===== src/common/tos_pkg.sv =====
// constants shared by the transmitter on/off sequencer files
// assumes a 25 MHz core clock and a 1 ms sequencing tick
package tos_pkg;
  // clock and tick
  localparam int CLK_PERIOD_NS = 40;
  localparam int TICK_NS       = 1_000_000;
  localparam int TICK_CYCLES   = TICK_NS / CLK_PERIOD_NS;
  localparam int TICK_MS       = 1;
  // step-start timing
  localparam int STEP_START_MS    = 100;
  localparam int STEP_RELEASE_MS  = 160;
  localparam int STEP_START_TICKS = STEP_START_MS / TICK_MS;
  localparam int STEP_REL_TICKS   = STEP_RELEASE_MS / TICK_MS;
  localparam int STEP_CNT_W       = 8;
  // warm-up, cool-down and debounce defaults
  localparam int WARMUP_MS    = 2000;
  localparam int COOLDOWN_MS  = 3000;
  localparam int DEBOUNCE_MS  = 10;
  localparam int TIMER_W      = 16;
  localparam int DEB_W        = 4;
  // conditioned input vector positions
  localparam int IN_FIL_ON    = 0;
  localparam int IN_FIL_OFF   = 1;
  localparam int IN_HV_ON     = 2;
  localparam int IN_HV_OFF    = 3;
  localparam int IN_RDIS      = 4;
  localparam int IN_R_FIL_ON  = 5;
  localparam int IN_R_FIL_OFF = 6;
  localparam int IN_R_HV_ON   = 7;
  localparam int IN_R_HV_OFF  = 8;
  localparam int IN_ILK       = 9;
  localparam int IN_FAILSAFE  = 10;
  localparam int IN_AIR       = 11;
  localparam int IN_OVERLOAD  = 12;
  localparam int IN_FREQ_LOCK = 13;
  localparam int IN_POLARITY  = 14;
  localparam int IN_MAINS_OK  = 15;
  localparam int NUM_IN       = 16;
  localparam int NUM_BTN      = 9;
  // plate supply step-start states
  typedef enum logic [1:0] {
    PV_IDLE = 2'h0,
    PV_STEP = 2'h1,
    PV_BOTH = 2'h2,
    PV_RUN  = 2'h3
  } tos_pv_t;
endpackage : tos_pkg


===== src/common/tos_link_if.sv =====
// tick and conditioned inputs passed between the sequencer's own modules
// assumes all parties run on core_clk_in
`timescale 1ns/100ps
`default_nettype none
interface tos_link_if;
  logic                       tick;
  logic                       tick_clr;
  logic [tos_pkg::NUM_IN-1:0] lvl;
  modport tick_src (output tick, input tick_clr);
  modport cond_src (output lvl, input tick);
  modport seq      (input tick, input lvl, output tick_clr);
endinterface : tos_link_if
`default_nettype wire


===== src/core/tos_tick_gen.sv =====
// fixed sequencing tick derived from the core clock
// assumes tick_clr comes from logic on the same clock
`timescale 1ns/100ps
`default_nettype none
module tos_tick_gen #(
  parameter int CYCLES = tos_pkg::TICK_CYCLES
) (
  input  wire logic core_clk_in,
  input  wire logic reset_in,
  tos_link_if.tick_src link
);
  localparam int CW = $clog2(CYCLES);

  if (CYCLES < 2) $error("tick period must be at least two cycles");

  typedef struct packed {
    logic [CW-1:0] cnt;
    logic          tick;
  } tos_tick_t;

  tos_tick_t st_r;
  tos_tick_t st_nxt;

  // a clear restarts the phase so the step-start intervals are whole ticks
  always_comb begin
    st_nxt      = st_r;
    st_nxt.tick = 1'b0;
    if (link.tick_clr) begin
      st_nxt.cnt = '0;
    end else if (st_r.cnt == CW'(CYCLES - 1)) begin
      st_nxt.cnt  = '0;
      st_nxt.tick = 1'b1;
    end else begin
      st_nxt.cnt = st_r.cnt + 1'b1;
    end
  end

  always_ff @(posedge core_clk_in) begin
    if (reset_in) st_r <= '0;
    else          st_r <= st_nxt;
  end

  assign link.tick = st_r.tick;
endmodule : tos_tick_gen
`default_nettype wire


===== src/core/tos_input_cond.sv =====
// two-flop synchroniser and tick-based debounce for every pin input
// assumes raw_in are asynchronous pins; tick is one cycle wide
`timescale 1ns/100ps
`default_nettype none
module tos_input_cond #(
  parameter int N   = tos_pkg::NUM_IN,
  parameter int DEB = tos_pkg::DEBOUNCE_MS / tos_pkg::TICK_MS
) (
  input  wire logic         core_clk_in,
  input  wire logic         reset_in,
  input  wire logic [N-1:0] raw_in,
  tos_link_if.cond_src      link
);
  localparam int DW = tos_pkg::DEB_W;

  if (DEB < 1 || DEB >= (1 << DW)) $error("debounce count out of range");

  typedef struct packed {
    logic [N-1:0]         s1;
    logic [N-1:0]         s2;
    logic [N-1:0]         lvl;
    logic [N-1:0][DW-1:0] cnt;
  } tos_cond_t;

  tos_cond_t st_r;
  tos_cond_t st_nxt;

  // a level is accepted only after it has held across DEB tick pulses
  always_comb begin
    st_nxt    = st_r;
    st_nxt.s1 = raw_in;
    st_nxt.s2 = st_r.s1;
    for (int i = 0; i < N; i++) begin
      if (st_r.s2[i] == st_r.lvl[i]) begin
        st_nxt.cnt[i] = '0;
      end else if (link.tick) begin
        if (st_r.cnt[i] == DW'(DEB - 1)) begin
          st_nxt.lvl[i] = st_r.s2[i];
          st_nxt.cnt[i] = '0;
        end else begin
          st_nxt.cnt[i] = st_r.cnt[i] + 1'b1;
        end
      end
    end
  end

  always_ff @(posedge core_clk_in) begin
    if (reset_in) st_r <= '0;
    else          st_r <= st_nxt;
  end

  assign link.lvl = st_r.lvl;
endmodule : tos_input_cond
`default_nettype wire


===== src/core/tos_sequencer.sv =====
// transmitter on/off sequencer: command latches, blower, filament,
// plate step-start, exciter mute, cool-down and remote merge
// assumes all pins asynchronous; reset_in is the memory-loss reset only
//
// Behaviour
// - filament/plate presses latch and light lamp
// - plate-on alone runs the whole start
// - blower runs on command with interlock closed
// - interlock lamp follows interlock chain
// - airflow closure: blower lamp, warm-up, filament on
// - plate on only with every permissive met
// - failsafe lamp follows failsafe interlock
// - plate status lamp shows plate supply on
// - plate start energizes step driver first
// - start driver follows step by 100 ms
// - step driver releases after 160 ms
// - exciter enable coincides with plate start
// - plate-off drops plate and both lamps
// - filament-off mutes, drops supplies, starts cool-down
// - cool-down expiry stops blower and lamp
// - remote commands only while remote enabled
// - front-panel commands accepted whenever mains is ok
// - remote command ORs with local button
// - remote active level set by header
// - remote status outputs always driven
// - latched state kept through mains failure
// - open failsafe drops only plate supply
`timescale 1ns/100ps
`default_nettype none
module tos_sequencer #(
  parameter int TICK_CYCLES = tos_pkg::TICK_CYCLES,
  parameter int WARMUP_MS   = tos_pkg::WARMUP_MS,
  parameter int COOLDOWN_MS = tos_pkg::COOLDOWN_MS
) (
  // clock and reset
  input  wire logic       core_clk_in,
  input  wire logic       reset_in,
  // front-panel pushbuttons
  input  wire logic       fil_on_btn_in,
  input  wire logic       fil_off_btn_in,
  input  wire logic       hv_on_btn_in,
  input  wire logic       hv_off_btn_in,
  input  wire logic       remote_disable_btn_in,
  // remote commands
  input  wire logic       rem_fil_on_in,
  input  wire logic       rem_fil_off_in,
  input  wire logic       rem_hv_on_in,
  input  wire logic       rem_hv_off_in,
  input  wire logic       remote_polarity_select_header_in,
  // interlocks and transmitter status
  input  wire logic       interlock_closed_in,
  input  wire logic       failsafe_closed_in,
  input  wire logic       airflow_closed_in,
  input  wire logic       overload_in,
  input  wire logic       exciter_frequency_lock_in,
  input  wire logic       mains_ok_in,
  // power stage drivers
  output logic            blower_out,
  output logic            filament_out,
  output logic            plate_on_out,
  output logic            step_driver_out,
  output logic            start_driver_out,
  output logic            exciter_enable_out,
  output logic            exciter_mute_out,
  // front-panel lamps
  output logic            fil_on_lamp_out,
  output logic            hv_on_lamp_out,
  output logic            remote_disable_lamp_out,
  output logic            interlock_lamp_out,
  output logic            failsafe_lamp_out,
  output logic            blower_lamp_out,
  output logic            filament_lamp_out,
  output logic            hv_status_lamp_out,
  // remote status
  output logic [5:0]      remote_status_out
);
  localparam int TW = tos_pkg::TIMER_W;
  localparam int SW = tos_pkg::STEP_CNT_W;

  if (WARMUP_MS < 1 || WARMUP_MS >= (1 << TW)) $error("warm-up out of range");
  if (COOLDOWN_MS < 1 || COOLDOWN_MS >= (1 << TW)) $error("cool-down out of range");
  if (tos_pkg::STEP_REL_TICKS >= (1 << SW)) $error("step counter too narrow");

  typedef struct packed {
    logic                         fil_cmd;
    logic                         hv_cmd;
    logic                         run;
    logic                         rdis;
    logic                         ilk_prev;
    logic [tos_pkg::NUM_BTN-1:0]  btn_prev;
    logic                         warm_done;
    logic [TW-1:0]                warm_cnt;
    logic                         cool_act;
    logic [TW-1:0]                cool_cnt;
    tos_pkg::tos_pv_t             pv;
    logic [SW-1:0]                step_cnt;
    logic                         blower;
    logic                         fil;
    logic                         plate;
    logic                         step;
    logic                         start;
    logic                         blower_lamp;
    logic                         ilk_lamp;
    logic                         fs_lamp;
  } tos_seq_t;

  tos_seq_t st_r;
  tos_seq_t st_nxt;

  tos_link_if link ();

  logic [tos_pkg::NUM_IN-1:0] raw;
  assign raw = {mains_ok_in, remote_polarity_select_header_in,
                exciter_frequency_lock_in, overload_in, airflow_closed_in,
                failsafe_closed_in, interlock_closed_in, rem_hv_off_in,
                rem_hv_on_in, rem_fil_off_in, rem_fil_on_in,
                remote_disable_btn_in, hv_off_btn_in, hv_on_btn_in,
                fil_off_btn_in, fil_on_btn_in};

  tos_input_cond #(
    .N   (tos_pkg::NUM_IN),
    .DEB (tos_pkg::DEBOUNCE_MS / tos_pkg::TICK_MS)
  ) u_cond (
    .core_clk_in (core_clk_in),
    .reset_in    (reset_in),
    .raw_in      (raw),
    .link        (link)
  );

  tos_tick_gen #(
    .CYCLES (TICK_CYCLES)
  ) u_tick (
    .core_clk_in (core_clk_in),
    .reset_in    (reset_in),
    .link        (link)
  );

  // header high selects active-high remote inputs, low selects active-ground
  function automatic logic rem_active(input logic lvl, input logic pol_high);
    rem_active = ~(lvl ^ pol_high);
  endfunction : rem_active

  logic [tos_pkg::NUM_IN-1:0]  lv;
  logic [tos_pkg::NUM_BTN-1:0] btn_now;
  logic [tos_pkg::NUM_BTN-1:0] rise;
  logic                        mains;
  logic                        rem_en;
  logic                        p_fil_on;
  logic                        p_fil_off;
  logic                        p_hv_on;
  logic                        p_hv_off;

  assign lv      = link.lvl;
  assign mains   = lv[tos_pkg::IN_MAINS_OK];
  assign btn_now = {rem_active(lv[tos_pkg::IN_R_HV_OFF], lv[tos_pkg::IN_POLARITY]),
                    rem_active(lv[tos_pkg::IN_R_HV_ON], lv[tos_pkg::IN_POLARITY]),
                    rem_active(lv[tos_pkg::IN_R_FIL_OFF], lv[tos_pkg::IN_POLARITY]),
                    rem_active(lv[tos_pkg::IN_R_FIL_ON], lv[tos_pkg::IN_POLARITY]),
                    lv[tos_pkg::IN_RDIS:tos_pkg::IN_FIL_ON]};
  assign rise    = btn_now & ~st_r.btn_prev;
  assign rem_en  = ~st_r.rdis;
  // local always counts, remote only while enabled; presses during a mains loss are dropped
  assign p_fil_on  = mains & (rise[tos_pkg::IN_FIL_ON]
                     | (rem_en & rise[tos_pkg::IN_R_FIL_ON]));
  assign p_fil_off = mains & (rise[tos_pkg::IN_FIL_OFF]
                     | (rem_en & rise[tos_pkg::IN_R_FIL_OFF]));
  assign p_hv_on   = mains & (rise[tos_pkg::IN_HV_ON]
                     | (rem_en & rise[tos_pkg::IN_R_HV_ON]));
  assign p_hv_off  = mains & (rise[tos_pkg::IN_HV_OFF]
                     | (rem_en & rise[tos_pkg::IN_R_HV_OFF]));

  always_comb begin
    logic ilk;
    logic fs;
    logic air;
    logic run_now;
    logic run_nxt;
    logic permit;
    ilk     = lv[tos_pkg::IN_ILK];
    fs      = lv[tos_pkg::IN_FAILSAFE];
    air     = lv[tos_pkg::IN_AIR];
    run_now = st_r.run;
    run_nxt = 1'b0;
    permit  = 1'b0;
    st_nxt  = st_r;
    link.tick_clr    = 1'b0;
    st_nxt.btn_prev  = btn_now;
    st_nxt.ilk_prev  = ilk;
    if (rise[tos_pkg::IN_RDIS]) begin
      st_nxt.rdis = ~st_r.rdis;
    end
    // clears first so a press in the same cycle wins
    if (p_hv_off) begin
      st_nxt.hv_cmd = 1'b0;
    end
    if (p_fil_off) begin
      st_nxt.hv_cmd  = 1'b0;
      st_nxt.fil_cmd = 1'b0;
      st_nxt.run     = 1'b0;
    end
    // an opening interlock needs a manual restart
    if (st_r.ilk_prev & ~ilk) begin
      st_nxt.hv_cmd  = 1'b0;
      st_nxt.fil_cmd = 1'b0;
      st_nxt.run     = 1'b0;
    end
    if (p_fil_on) begin
      st_nxt.fil_cmd = 1'b1;
      st_nxt.run     = 1'b1;
    end
    if (p_hv_on) begin
      st_nxt.hv_cmd = 1'b1;
      st_nxt.run    = 1'b1;
    end
    // run latch: a plate-off leaves filament and blower up, only a filament-off or an opening interlock clears it
    run_nxt = st_nxt.run;
    // cool-down starts when a lit filament loses its command
    if (run_now & ~run_nxt & st_r.fil) begin
      st_nxt.cool_act = 1'b1;
      st_nxt.cool_cnt = '0;
    end else if (run_nxt) begin
      st_nxt.cool_act = 1'b0;
    end else if (st_r.cool_act & link.tick & mains) begin
      if (st_r.cool_cnt == TW'(COOLDOWN_MS - 1)) begin
        st_nxt.cool_act = 1'b0;
      end else begin
        st_nxt.cool_cnt = st_r.cool_cnt + 1'b1;
      end
    end
    // warm-up holds during a mains loss but clears when mains returns, before the filament relights
    if (st_r.fil) begin
      if (link.tick & ~st_r.warm_done) begin
        if (st_r.warm_cnt == TW'(WARMUP_MS - 1)) begin
          st_nxt.warm_done = 1'b1;
        end else begin
          st_nxt.warm_cnt = st_r.warm_cnt + 1'b1;
        end
      end
    end else if (mains) begin
      st_nxt.warm_done = 1'b0;
      st_nxt.warm_cnt  = '0;
    end
    st_nxt.blower = mains & ilk & (run_nxt | st_nxt.cool_act);
    st_nxt.fil    = st_nxt.blower & air & run_nxt;
    permit = st_nxt.hv_cmd & st_r.warm_done & ~lv[tos_pkg::IN_OVERLOAD] & ilk & fs
             & air & lv[tos_pkg::IN_FREQ_LOCK] & st_nxt.fil;
    if (!permit) begin
      st_nxt.pv       = tos_pkg::PV_IDLE;
      st_nxt.step_cnt = '0;
    end else begin
      case (st_r.pv)
        tos_pkg::PV_IDLE: begin
          st_nxt.pv       = tos_pkg::PV_STEP;
          st_nxt.step_cnt = '0;
          link.tick_clr   = 1'b1;
        end
        tos_pkg::PV_STEP: begin
          if (link.tick) begin
            st_nxt.step_cnt = st_r.step_cnt + 1'b1;
            if (st_r.step_cnt == SW'(tos_pkg::STEP_START_TICKS - 1)) begin
              st_nxt.pv = tos_pkg::PV_BOTH;
            end
          end
        end
        tos_pkg::PV_BOTH: begin
          if (link.tick) begin
            st_nxt.step_cnt = st_r.step_cnt + 1'b1;
            if (st_r.step_cnt == SW'(tos_pkg::STEP_REL_TICKS - 1)) begin
              st_nxt.pv = tos_pkg::PV_RUN;
            end
          end
        end
        tos_pkg::PV_RUN: begin
          st_nxt.pv = tos_pkg::PV_RUN;
        end
        default: begin
          st_nxt.pv = tos_pkg::PV_IDLE;
        end
      endcase
    end
    st_nxt.plate = permit;
    st_nxt.step  = permit & (st_nxt.pv == tos_pkg::PV_STEP
                             || st_nxt.pv == tos_pkg::PV_BOTH);
    st_nxt.start = permit & (st_nxt.pv == tos_pkg::PV_BOTH
                             || st_nxt.pv == tos_pkg::PV_RUN);
    st_nxt.blower_lamp = st_nxt.blower & air;
    st_nxt.ilk_lamp    = ilk;
    st_nxt.fs_lamp     = fs;
  end

  always_ff @(posedge core_clk_in) begin
    if (reset_in) st_r <= '0;
    else          st_r <= st_nxt;
  end

  assign blower_out              = st_r.blower;
  assign filament_out            = st_r.fil;
  assign plate_on_out            = st_r.plate;
  assign step_driver_out         = st_r.step;
  assign start_driver_out        = st_r.start;
  assign exciter_enable_out      = st_r.plate;
  assign exciter_mute_out        = ~st_r.plate;
  assign fil_on_lamp_out         = st_r.fil_cmd;
  assign hv_on_lamp_out          = st_r.hv_cmd;
  assign remote_disable_lamp_out = st_r.rdis;
  assign interlock_lamp_out      = st_r.ilk_lamp;
  assign failsafe_lamp_out       = st_r.fs_lamp;
  assign blower_lamp_out         = st_r.blower_lamp;
  assign filament_lamp_out       = st_r.fil;
  assign hv_status_lamp_out      = st_r.plate;
  // status leaves the block whatever the remote-disable setting
  assign remote_status_out = {st_r.plate, st_r.fil, st_r.blower_lamp,
                              st_r.fs_lamp, st_r.ilk_lamp, st_r.rdis};

  chk_cmd_latch: assert property (@(posedge core_clk_in) disable iff (reset_in)
    p_fil_on |=> fil_on_lamp_out)
    else $error("filament press not latched");
  chk_one_button: assert property (@(posedge core_clk_in) disable iff (reset_in)
    p_hv_on && lv[tos_pkg::IN_ILK] && !st_r.ilk_prev == 1'b0 |=> blower_out)
    else $error("plate press alone did not start blower");
  chk_blower_gate: assert property (@(posedge core_clk_in) disable iff (reset_in)
    $rose(blower_out) |-> $past(lv[tos_pkg::IN_ILK]) && $past(mains))
    else $error("blower started with interlock open");
  chk_ilk_lamp: assert property (@(posedge core_clk_in) disable iff (reset_in)
    ##1 interlock_lamp_out == $past(lv[tos_pkg::IN_ILK]))
    else $error("interlock lamp wrong");
  chk_fil_air: assert property (@(posedge core_clk_in) disable iff (reset_in)
    filament_out |-> blower_out && blower_lamp_out && $past(lv[tos_pkg::IN_AIR]))
    else $error("filament on without airflow");
  chk_plate_permit: assert property (@(posedge core_clk_in) disable iff (reset_in)
    plate_on_out |-> $past(st_r.warm_done && !lv[tos_pkg::IN_OVERLOAD]
                           && lv[tos_pkg::IN_FAILSAFE] && lv[tos_pkg::IN_FREQ_LOCK]))
    else $error("plate on without permissives");
  chk_fs_lamp: assert property (@(posedge core_clk_in) disable iff (reset_in)
    $rose(lv[tos_pkg::IN_FAILSAFE]) |=> failsafe_lamp_out)
    else $error("failsafe lamp not lit");
  chk_step_first: assert property (@(posedge core_clk_in) disable iff (reset_in)
    $rose(plate_on_out) |-> step_driver_out && !start_driver_out)
    else $error("step driver not first");
  chk_start_delay: assert property (@(posedge core_clk_in) disable iff (reset_in)
    $rose(start_driver_out) |-> step_driver_out
      && st_r.step_cnt == SW'(tos_pkg::STEP_START_TICKS))
    else $error("start driver timing wrong");
  chk_step_release: assert property (@(posedge core_clk_in) disable iff (reset_in)
    $fell(step_driver_out) && plate_on_out |-> start_driver_out
      && st_r.step_cnt == SW'(tos_pkg::STEP_REL_TICKS))
    else $error("step release timing wrong");
  chk_exc_same: assert property (@(posedge core_clk_in) disable iff (reset_in)
    $rose(plate_on_out) |-> $rose(exciter_enable_out) && !exciter_mute_out)
    else $error("exciter not enabled with plate");
  chk_fil_off: assert property (@(posedge core_clk_in) disable iff (reset_in)
    p_fil_off && !p_fil_on && !p_hv_on |=> !fil_on_lamp_out && !plate_on_out
      && !filament_out && exciter_mute_out)
    else $error("filament off sequence incomplete");
  chk_remote_gate: assert property (@(posedge core_clk_in) disable iff (reset_in)
    st_r.rdis && !rise[tos_pkg::IN_FIL_ON] && !p_fil_off && st_r.ilk_prev
      && lv[tos_pkg::IN_ILK] |=> fil_on_lamp_out == $past(fil_on_lamp_out))
    else $error("remote command taken while disabled");
endmodule : tos_sequencer
`default_nettype wire


===== config.mk =====
export PLATFORM = sky130hd
export DESIGN_NAME = tos_sequencer
export DESIGN_NICKNAME = d
export VERILOG_FILES = /design/src/common/tos_pkg.sv /design/src/common/tos_link_if.sv /design/src/core/tos_tick_gen.sv /design/src/core/tos_input_cond.sv /design/src/core/tos_sequencer.sv
export SDC_FILE = /design/constraint.sdc
export NUM_CORES = 1
export LEC_CHECK = 0
export BUFFER_PORTS_ARGS = -buffer_cell sky130_fd_sc_hd__buf_2
export CORE_MARGIN = 1.5
export CORE_UTILIZATION = 30
export DETAILED_ROUTE_END_ITERATION = 10
export GPL_ROUTABILITY_DRIVEN = 0
export HOLD_SLACK_MARGIN = 0.03
export SYNTH_ARGS = -nofsm -noshare
export SYNTH_HDL_FRONTEND = slang
export SYNTH_SLANG_ARGS = --single-unit

===== constraint.sdc =====
create_clock -name core_clk_in -period 3.8 [get_ports core_clk_in]
set_input_delay 0.19 -clock core_clk_in [delete_from_list [all_inputs] [get_ports core_clk_in]]
set_output_delay 0.19 -clock core_clk_in [all_outputs]
set_load 0.01 [all_outputs]

* Yosys cells after proc, flatten, opt, wreduce, memory -nomap -nowiden *
Index checks and enable logic that the tools add are counted.

cells by class
  reduce and logical (&&, ||, !) cells = 46
  muxes and demuxes = 43
  bitwise logic cells = 66
  equality and inequality tests = 48
  add/subtract/negate cells = 20

operators by type and width
  kind                                              count
  two-way mux 17 bit                                5
  adder 4 x 1 -> 4 bit (second input constant)      16
  == test 4 bit (second input constant)             16
  two-way mux 4 bit                                 16
  AND reduction 3 bit                               20
  two-way mux 16 bit                                3
  OR reduction 2 bit                                19
  adder 16 x 1 -> 16 bit (second input constant)    2
  two-way mux 10 bit                                3
  NOT 1 bit                                         28
  AND 1 bit                                         27
  case mux 8 bit (3 select lines)                   1
  == test 1 bit                                     16
  == test 16 x 11 -> 1 bit (second input constant)  1
  == test 16 x 12 -> 1 bit (second input constant)  1
  adder 15 x 1 -> 15 bit (second input constant)    1
  == test 15 bit (second input constant)            1
  AND 9 bit                                         1
  two-way mux 1 bit                                 9
  NOT 9 bit                                         1
  adder 8 x 1 -> 8 bit (second input constant)      1
  == test 2 bit (second input constant)             4
  == test 8 x 7 -> 1 bit (second input constant)    1
  == test 8 bit (second input constant)             1
  13 further kinds                                  29

word-level totals
  register bits = 193
  output and inout port bits = 21

* Longest topological paths before layout *
  depth after elaboration = 24
  mapped depth = 11
  mapped depth without buffers = 9

* Modules after synthesis *
A second synthesis with hierarchy kept.

second synthesis, totals
  cell total of the unflattened synthesis = 965
  area, all modules = 8758.4 µm²

modules (own cells, without submodules)
  module          times used  seq. area each (µm²)  cells each  area each (µm²)
  tos_input_cond  1           2242.2                516         4794.6
  tos_sequencer   1           1301.2                373         3261.9
  tos_tick_gen    1           320.3                 76          701.9

* Least setup slack after synthesis *
No wires, ideal clock.

  kind = reg2reg
  from = register u_cond.st_r (netlist bit u_cond.link.lvl[14])
  to = register st_r (netlist bit step_driver_out)
  setup slack = 1.473 ns
  library setup time = 0.078 ns
  path buffers = 3
  period minus slack after synthesis = 2.327 ns
  arrival time = 2.249 ns
  cell stages (with the launch flop) = 11
  required time = 3.722 ns
  path through = dfxtp_1 buf_6 xor2_2 nor3_1 nor4b_1 o21ba_2 clkbuf_1 buf_2 nand3_1 ha_1 nor3_1

on the way
  word-level cells in the longest chain between the ends = 23

RTL lines
  what                                                            RTL line                                    text
  from (decl)                                                     tos_input_cond.sv:25                        tos_cond_t st_r;
  from (signal assigned)                                          tos_input_cond.sv:49                        else st_r <= st_nxt;
  bitwise XOR 1 bit                                               tos_sequencer.sv:140                        rem_active = ~(lvl ^ pol_high);
  NOT 1 bit                                                       tos_sequencer.sv:140
  AND 9 bit (*)                                                   tos_sequencer.sv:160                        assign rise = btn_now & ~st_r.btn_prev;
  AND 1 bit                                                       tos_sequencer.sv:166                        | (rem_en & rise[tos_pkg::IN_R_FIL_OFF]));
  OR 1 bit                                                        tos_sequencer.sv:166
  AND 1 bit                                                       tos_sequencer.sv:165                        assign p_fil_off = mains & (rise[tos_pkg::IN_FIL_OFF]
  two-way mux 3 bit                                               tos_sequencer.sv:196                        if (p_fil_off) begin
  two-way mux 3 bit                                               tos_sequencer.sv:202                        if (st_r.ilk_prev & ~ilk) begin
  [6 not listed]                                                  --
  OR 1 bit                                                        tos_sequencer.sv:243                        st_nxt.blower = mains & ilk & (run_nxt | st_nxt.cool_act);
  AND 1 bit                                                       tos_sequencer.sv:243
  AND 1 bit (2 in series)                                         tos_sequencer.sv:244                        st_nxt.fil = st_nxt.blower & air & run_nxt;
  AND 1 bit (*)                                                   tos_sequencer.sv:246                        & air & lv[tos_pkg::IN_FREQ_LOCK] & st_nxt.fil;
  two-way mux 10 bit                                              tos_sequencer.sv:247                        if (!permit) begin
  == test 2 x 1 -> 1 bit / == test 2 bit (equally long branches)  tos_sequencer.sv:282, tos_sequencer.sv:283
  logical OR 1 bit                                                tos_sequencer.sv:283                        || st_nxt.pv == tos_pkg::PV_BOTH);
  AND 1 bit (*)                                                   tos_sequencer.sv:282                        st_nxt.step = permit & (st_nxt.pv == tos_pkg::PV_STEP
  to (signal assigned)                                            tos_sequencer.sv:293                        else st_r <= st_nxt;
  to (decl)                                                       tos_sequencer.sv:107                        tos_seq_t st_r;

Mark *: on every way between the ends. The rest lies on a longest branch, timed or not. The select of a mux whose other input is x is not followed.
A chain may end at the register's enable or synchronous reset.

==> impl_metrics.yaml <==
cells_and_area:
  nets: 1012
  layout-drive-gt1-share_pct: 9.05
  multiInputGateArea_um2: 4270
  diodes: 0
  nFillCells: 2841
  ff_latch_area_um2: 3860
  area_delta_synth_final_pct: 15.0
synth:
  synthMostInstantiatedCell: "dfxtp_1"
  syn-cell-area_um2: 8410
  ys_warn_count: 0
  synth_edf_count: 0
  synthDistinctLibCells: 56
  seq_area_frac_synth_pct: 46.0
  yosys_most_used_dff: "dfxtp_1"
  synthTopCellsByCount: "dfxtp_1 (193), nor2_1 (101), nor2b_1 (68)"
  synth_top_cell_by_area: "dfxtp_1"
  synthTopCellsByArea: "dfxtp_1 (46%), nor2b_1 (5.1%), xor2_1 (4.6%)"
  async_flop_share_pct: 0
  synth.avg_cell_area_um2: 8.89
  synth_top_area_share_pct: 46.0
  synth.net_count: 975
  netlist_instances: 945
  synth-seq-cells: 193
setup_path:
  crit_fanout: 20
  startpoint_type: "flop"
  cp_data_arrival_time_ns: 3.40
  critical_path_class: "reg -> reg"
  end_kind: "flop"
  worst_ep_required_time_ns: 4.17
routing:
  num_vias: 6500
  via_per_inst: 4.73
  ant_nets: 0
  drc: 0
  wire_per_inst_um: 12.2
  drt-initial-drc-count: 278
  drt-pass1-iter-count: 5
  wl_mm: 16.7
timing:
  worstMarginPinSlew_ns: 0.898
  fin_tns_setup_ns: 0
  post-route-min-period_ns: 3.03
  slew_headroom_pct: 40.0
  slew_violations: 0
  rsz0062_at_grt: "no"
  finalCritPeriodShare_pct: 79.7
  fmax_mhz: 330
  setup_ws_ns: 0.772
  setup_violations: 0
  fin_skew_ns: 0.0107
  final_hold_viol_count: 0
grt:
  grt_max_degree: 76
  grt-ovfl-total: 0
  antenna_found_initial: 0
  grt_util_all_layers_pct: 12.3
  grt_pass1_vias: 6044
  grt_pass1_wl_mm: 28.8
status:
  status: "finished, final reports clean"
power_and_ir_drop:
  p_per_area_nw_per_um2: 407
  power_frac_clock_pct: 45.8
  comb_power_share_pct: 2.1
  power_leakage_nw: 3.25
  irDropWorstVdd_mv: 0.216
  p_switching_w: 0.000918
  p_seq_share_pct: 52.1
  switching_share_pct: 23.3
  intPower_w: 0.00302
floorplanning:
  die_x_um: 170
  rows: 61
  start_util_pct: 30.3
  dieArea_um2: 29000
  die_h_um: 170
  ios: 39
  core-area_um2: 27700
clock_network:
  cts_setup_buffers: 0
  cts_hold_buf: 16
  cts_buffers: 17
  root_buffer: "clkbuf_16"
  cts.sinks: 193
  clockBufferDepth: 2
  path_clk_slew_ns: 0.07
  clk-insertion-delay-late_ns: 0.44
  cts_tree: "built"
  ctsResizeCount: 0
  cts_htree_levels: 4
placement:
  dpl_worst_slack_ns: 0.770
  dp_hpwl_mm: 11.2
  io_buffers: 38
run:
  maxCapViolations: 0
min_path:
  hp-class: "reg -> reg"
## power groups by stage
stage	Combinational (W)	Clock, W	Sequential (W)
2_1_floorplan	0.0000469	0	0.00210
3_3_place_gp	0.0000703	0	0.00210
3_5_place_dp	0.0000705	0	0.00210
4_1_cts	0.0000834	0.00186	0.00205
5_1_grt	0.0000924	0.00193	0.00205
6_report	0.0000813	0.00180	0.00205
## kinds of logic (layout without fill, tap and decap cells)
family,Yosys count,after routing,share of synthesized area (%)
AO/OA/AOI/OAI,182,182,13.2
adder cells (fa/ha/maj),12,12,1.79
buffers and inverters,60,110,3.27
AND/OR/NAND/NOR,411,411,26.3
flip-flops,193,193,46.0
XOR/XNOR,70,70,7.38
multiplexers,17,17,2.04
## worst paths after layout
kind | slack (ns) | to | cells after the start | start
max reg2reg | 0.77 | step_driver_out | 8 | u_cond.link.lvl[14]
max | 0.77 | step_driver_out | 8 | u_cond.link.lvl[14]
min reg2reg | 0.44 | u_cond.st_r[84] | 1 | u_cond.st_nxt[84]
min | 0.44 | u_cond.st_r[84] | 1 | u_cond.st_nxt[84]
## layout by cell type, fill, tap and decap left out, drive strengths merged, types with 13 or more instances in the layout
| cell | Yosys | layout |
|---|---|---|
| nand2 | 55 | 55 |
| xor2 | 45 | 45 |
| buf | 24 | 45 |
| a21oi | 67 | 67 |
| dlygate4sd3 | 0 | 16 |
| dfxtp | 193 | 193 |
| or3 | 14 | 14 |
| nand3 | 36 | 36 |
| nor3b | 34 | 34 |
| mux2i | 16 | 16 |
| nor3 | 35 | 35 |
| o21ai | 54 | 54 |
| clkbuf | 19 | 17 |
| nor2 | 101 | 101 |
| nor2b | 68 | 68 |
| a311oi | 13 | 13 |
| xnor2 | 25 | 25 |
| inv | 16 | 24 |
## state kept, by name, indices dropped and copies added, names as in the netlist
register	cells
blower_lamp_out	1
blower_out	1
exciter_enable_out	1
failsafe_lamp_out	1
fil_on_lamp_out	1
filament_lamp_out	1
hv_on_lamp_out	1
interlock_lamp_out	1
remote_disable_lamp_out	1
st_r	54
start_driver_out	1
step_driver_out	1
u_cond.link.lvl	16
u_cond.st_nxt	16
u_cond.st_r	80
u_tick.link.tick	1
u_tick.st_r	15
## metal layers
| metal | vias up | global-route usage (%) | wire (µm) |
|---|---|---|---|
| li1 | 3415 | - | - |
| met1 | 2987 | 16.0 | 8390 |
| met2 | 79 | 20.0 | 7540 |
| met3 | 19 | 2.56 | 549 |
| met4 | 0 | 4.92 | 269 |
| met5 | - | 0 | 0 |
## layout make-up
cell class,count,area share [%]
repair buffers,61,4.17
well taps,378,4.89
flip-flops and latches,193,40.0
clock buffers,17,4.40
clock inverters,15,1.76
inverters,17,0.660
multi-input cells,692,44.1
## through the flow
stage | power (W) | hold slack, ns | cells | area (µm²) | util [%]
2_1_floorplan | 0.00214 | 0.318 | 945 | 8410 | -
3_3_place_gp | 0.00217 | 0.406 | 1325 | 8910 | 32.2
3_5_place_dp | 0.00217 | 0.408 | 1325 | 8910 | 32.2
4_1_cts | 0.00399 | 0.442 | 1373 | 9670 | 34.9
5_1_grt | 0.00408 | 0.456 | 1373 | 9670 | 34.9
6_report | 0.00393 | 0.439 | 1373 | 9670 | 34.9
## worst max-delay path, cell delays in order (launching register included)
cell	delay, ns
dfxtp_1	0.51
xor2_1	0.14
o32ai_1	0.42
o21a_1	0.59
o21ai_0	0.19
buf_4	0.23
nor4_1	0.40
ha_1	0.30
nor3_1	0.17
Note: power is estimated with default switching activity, not from simulation.
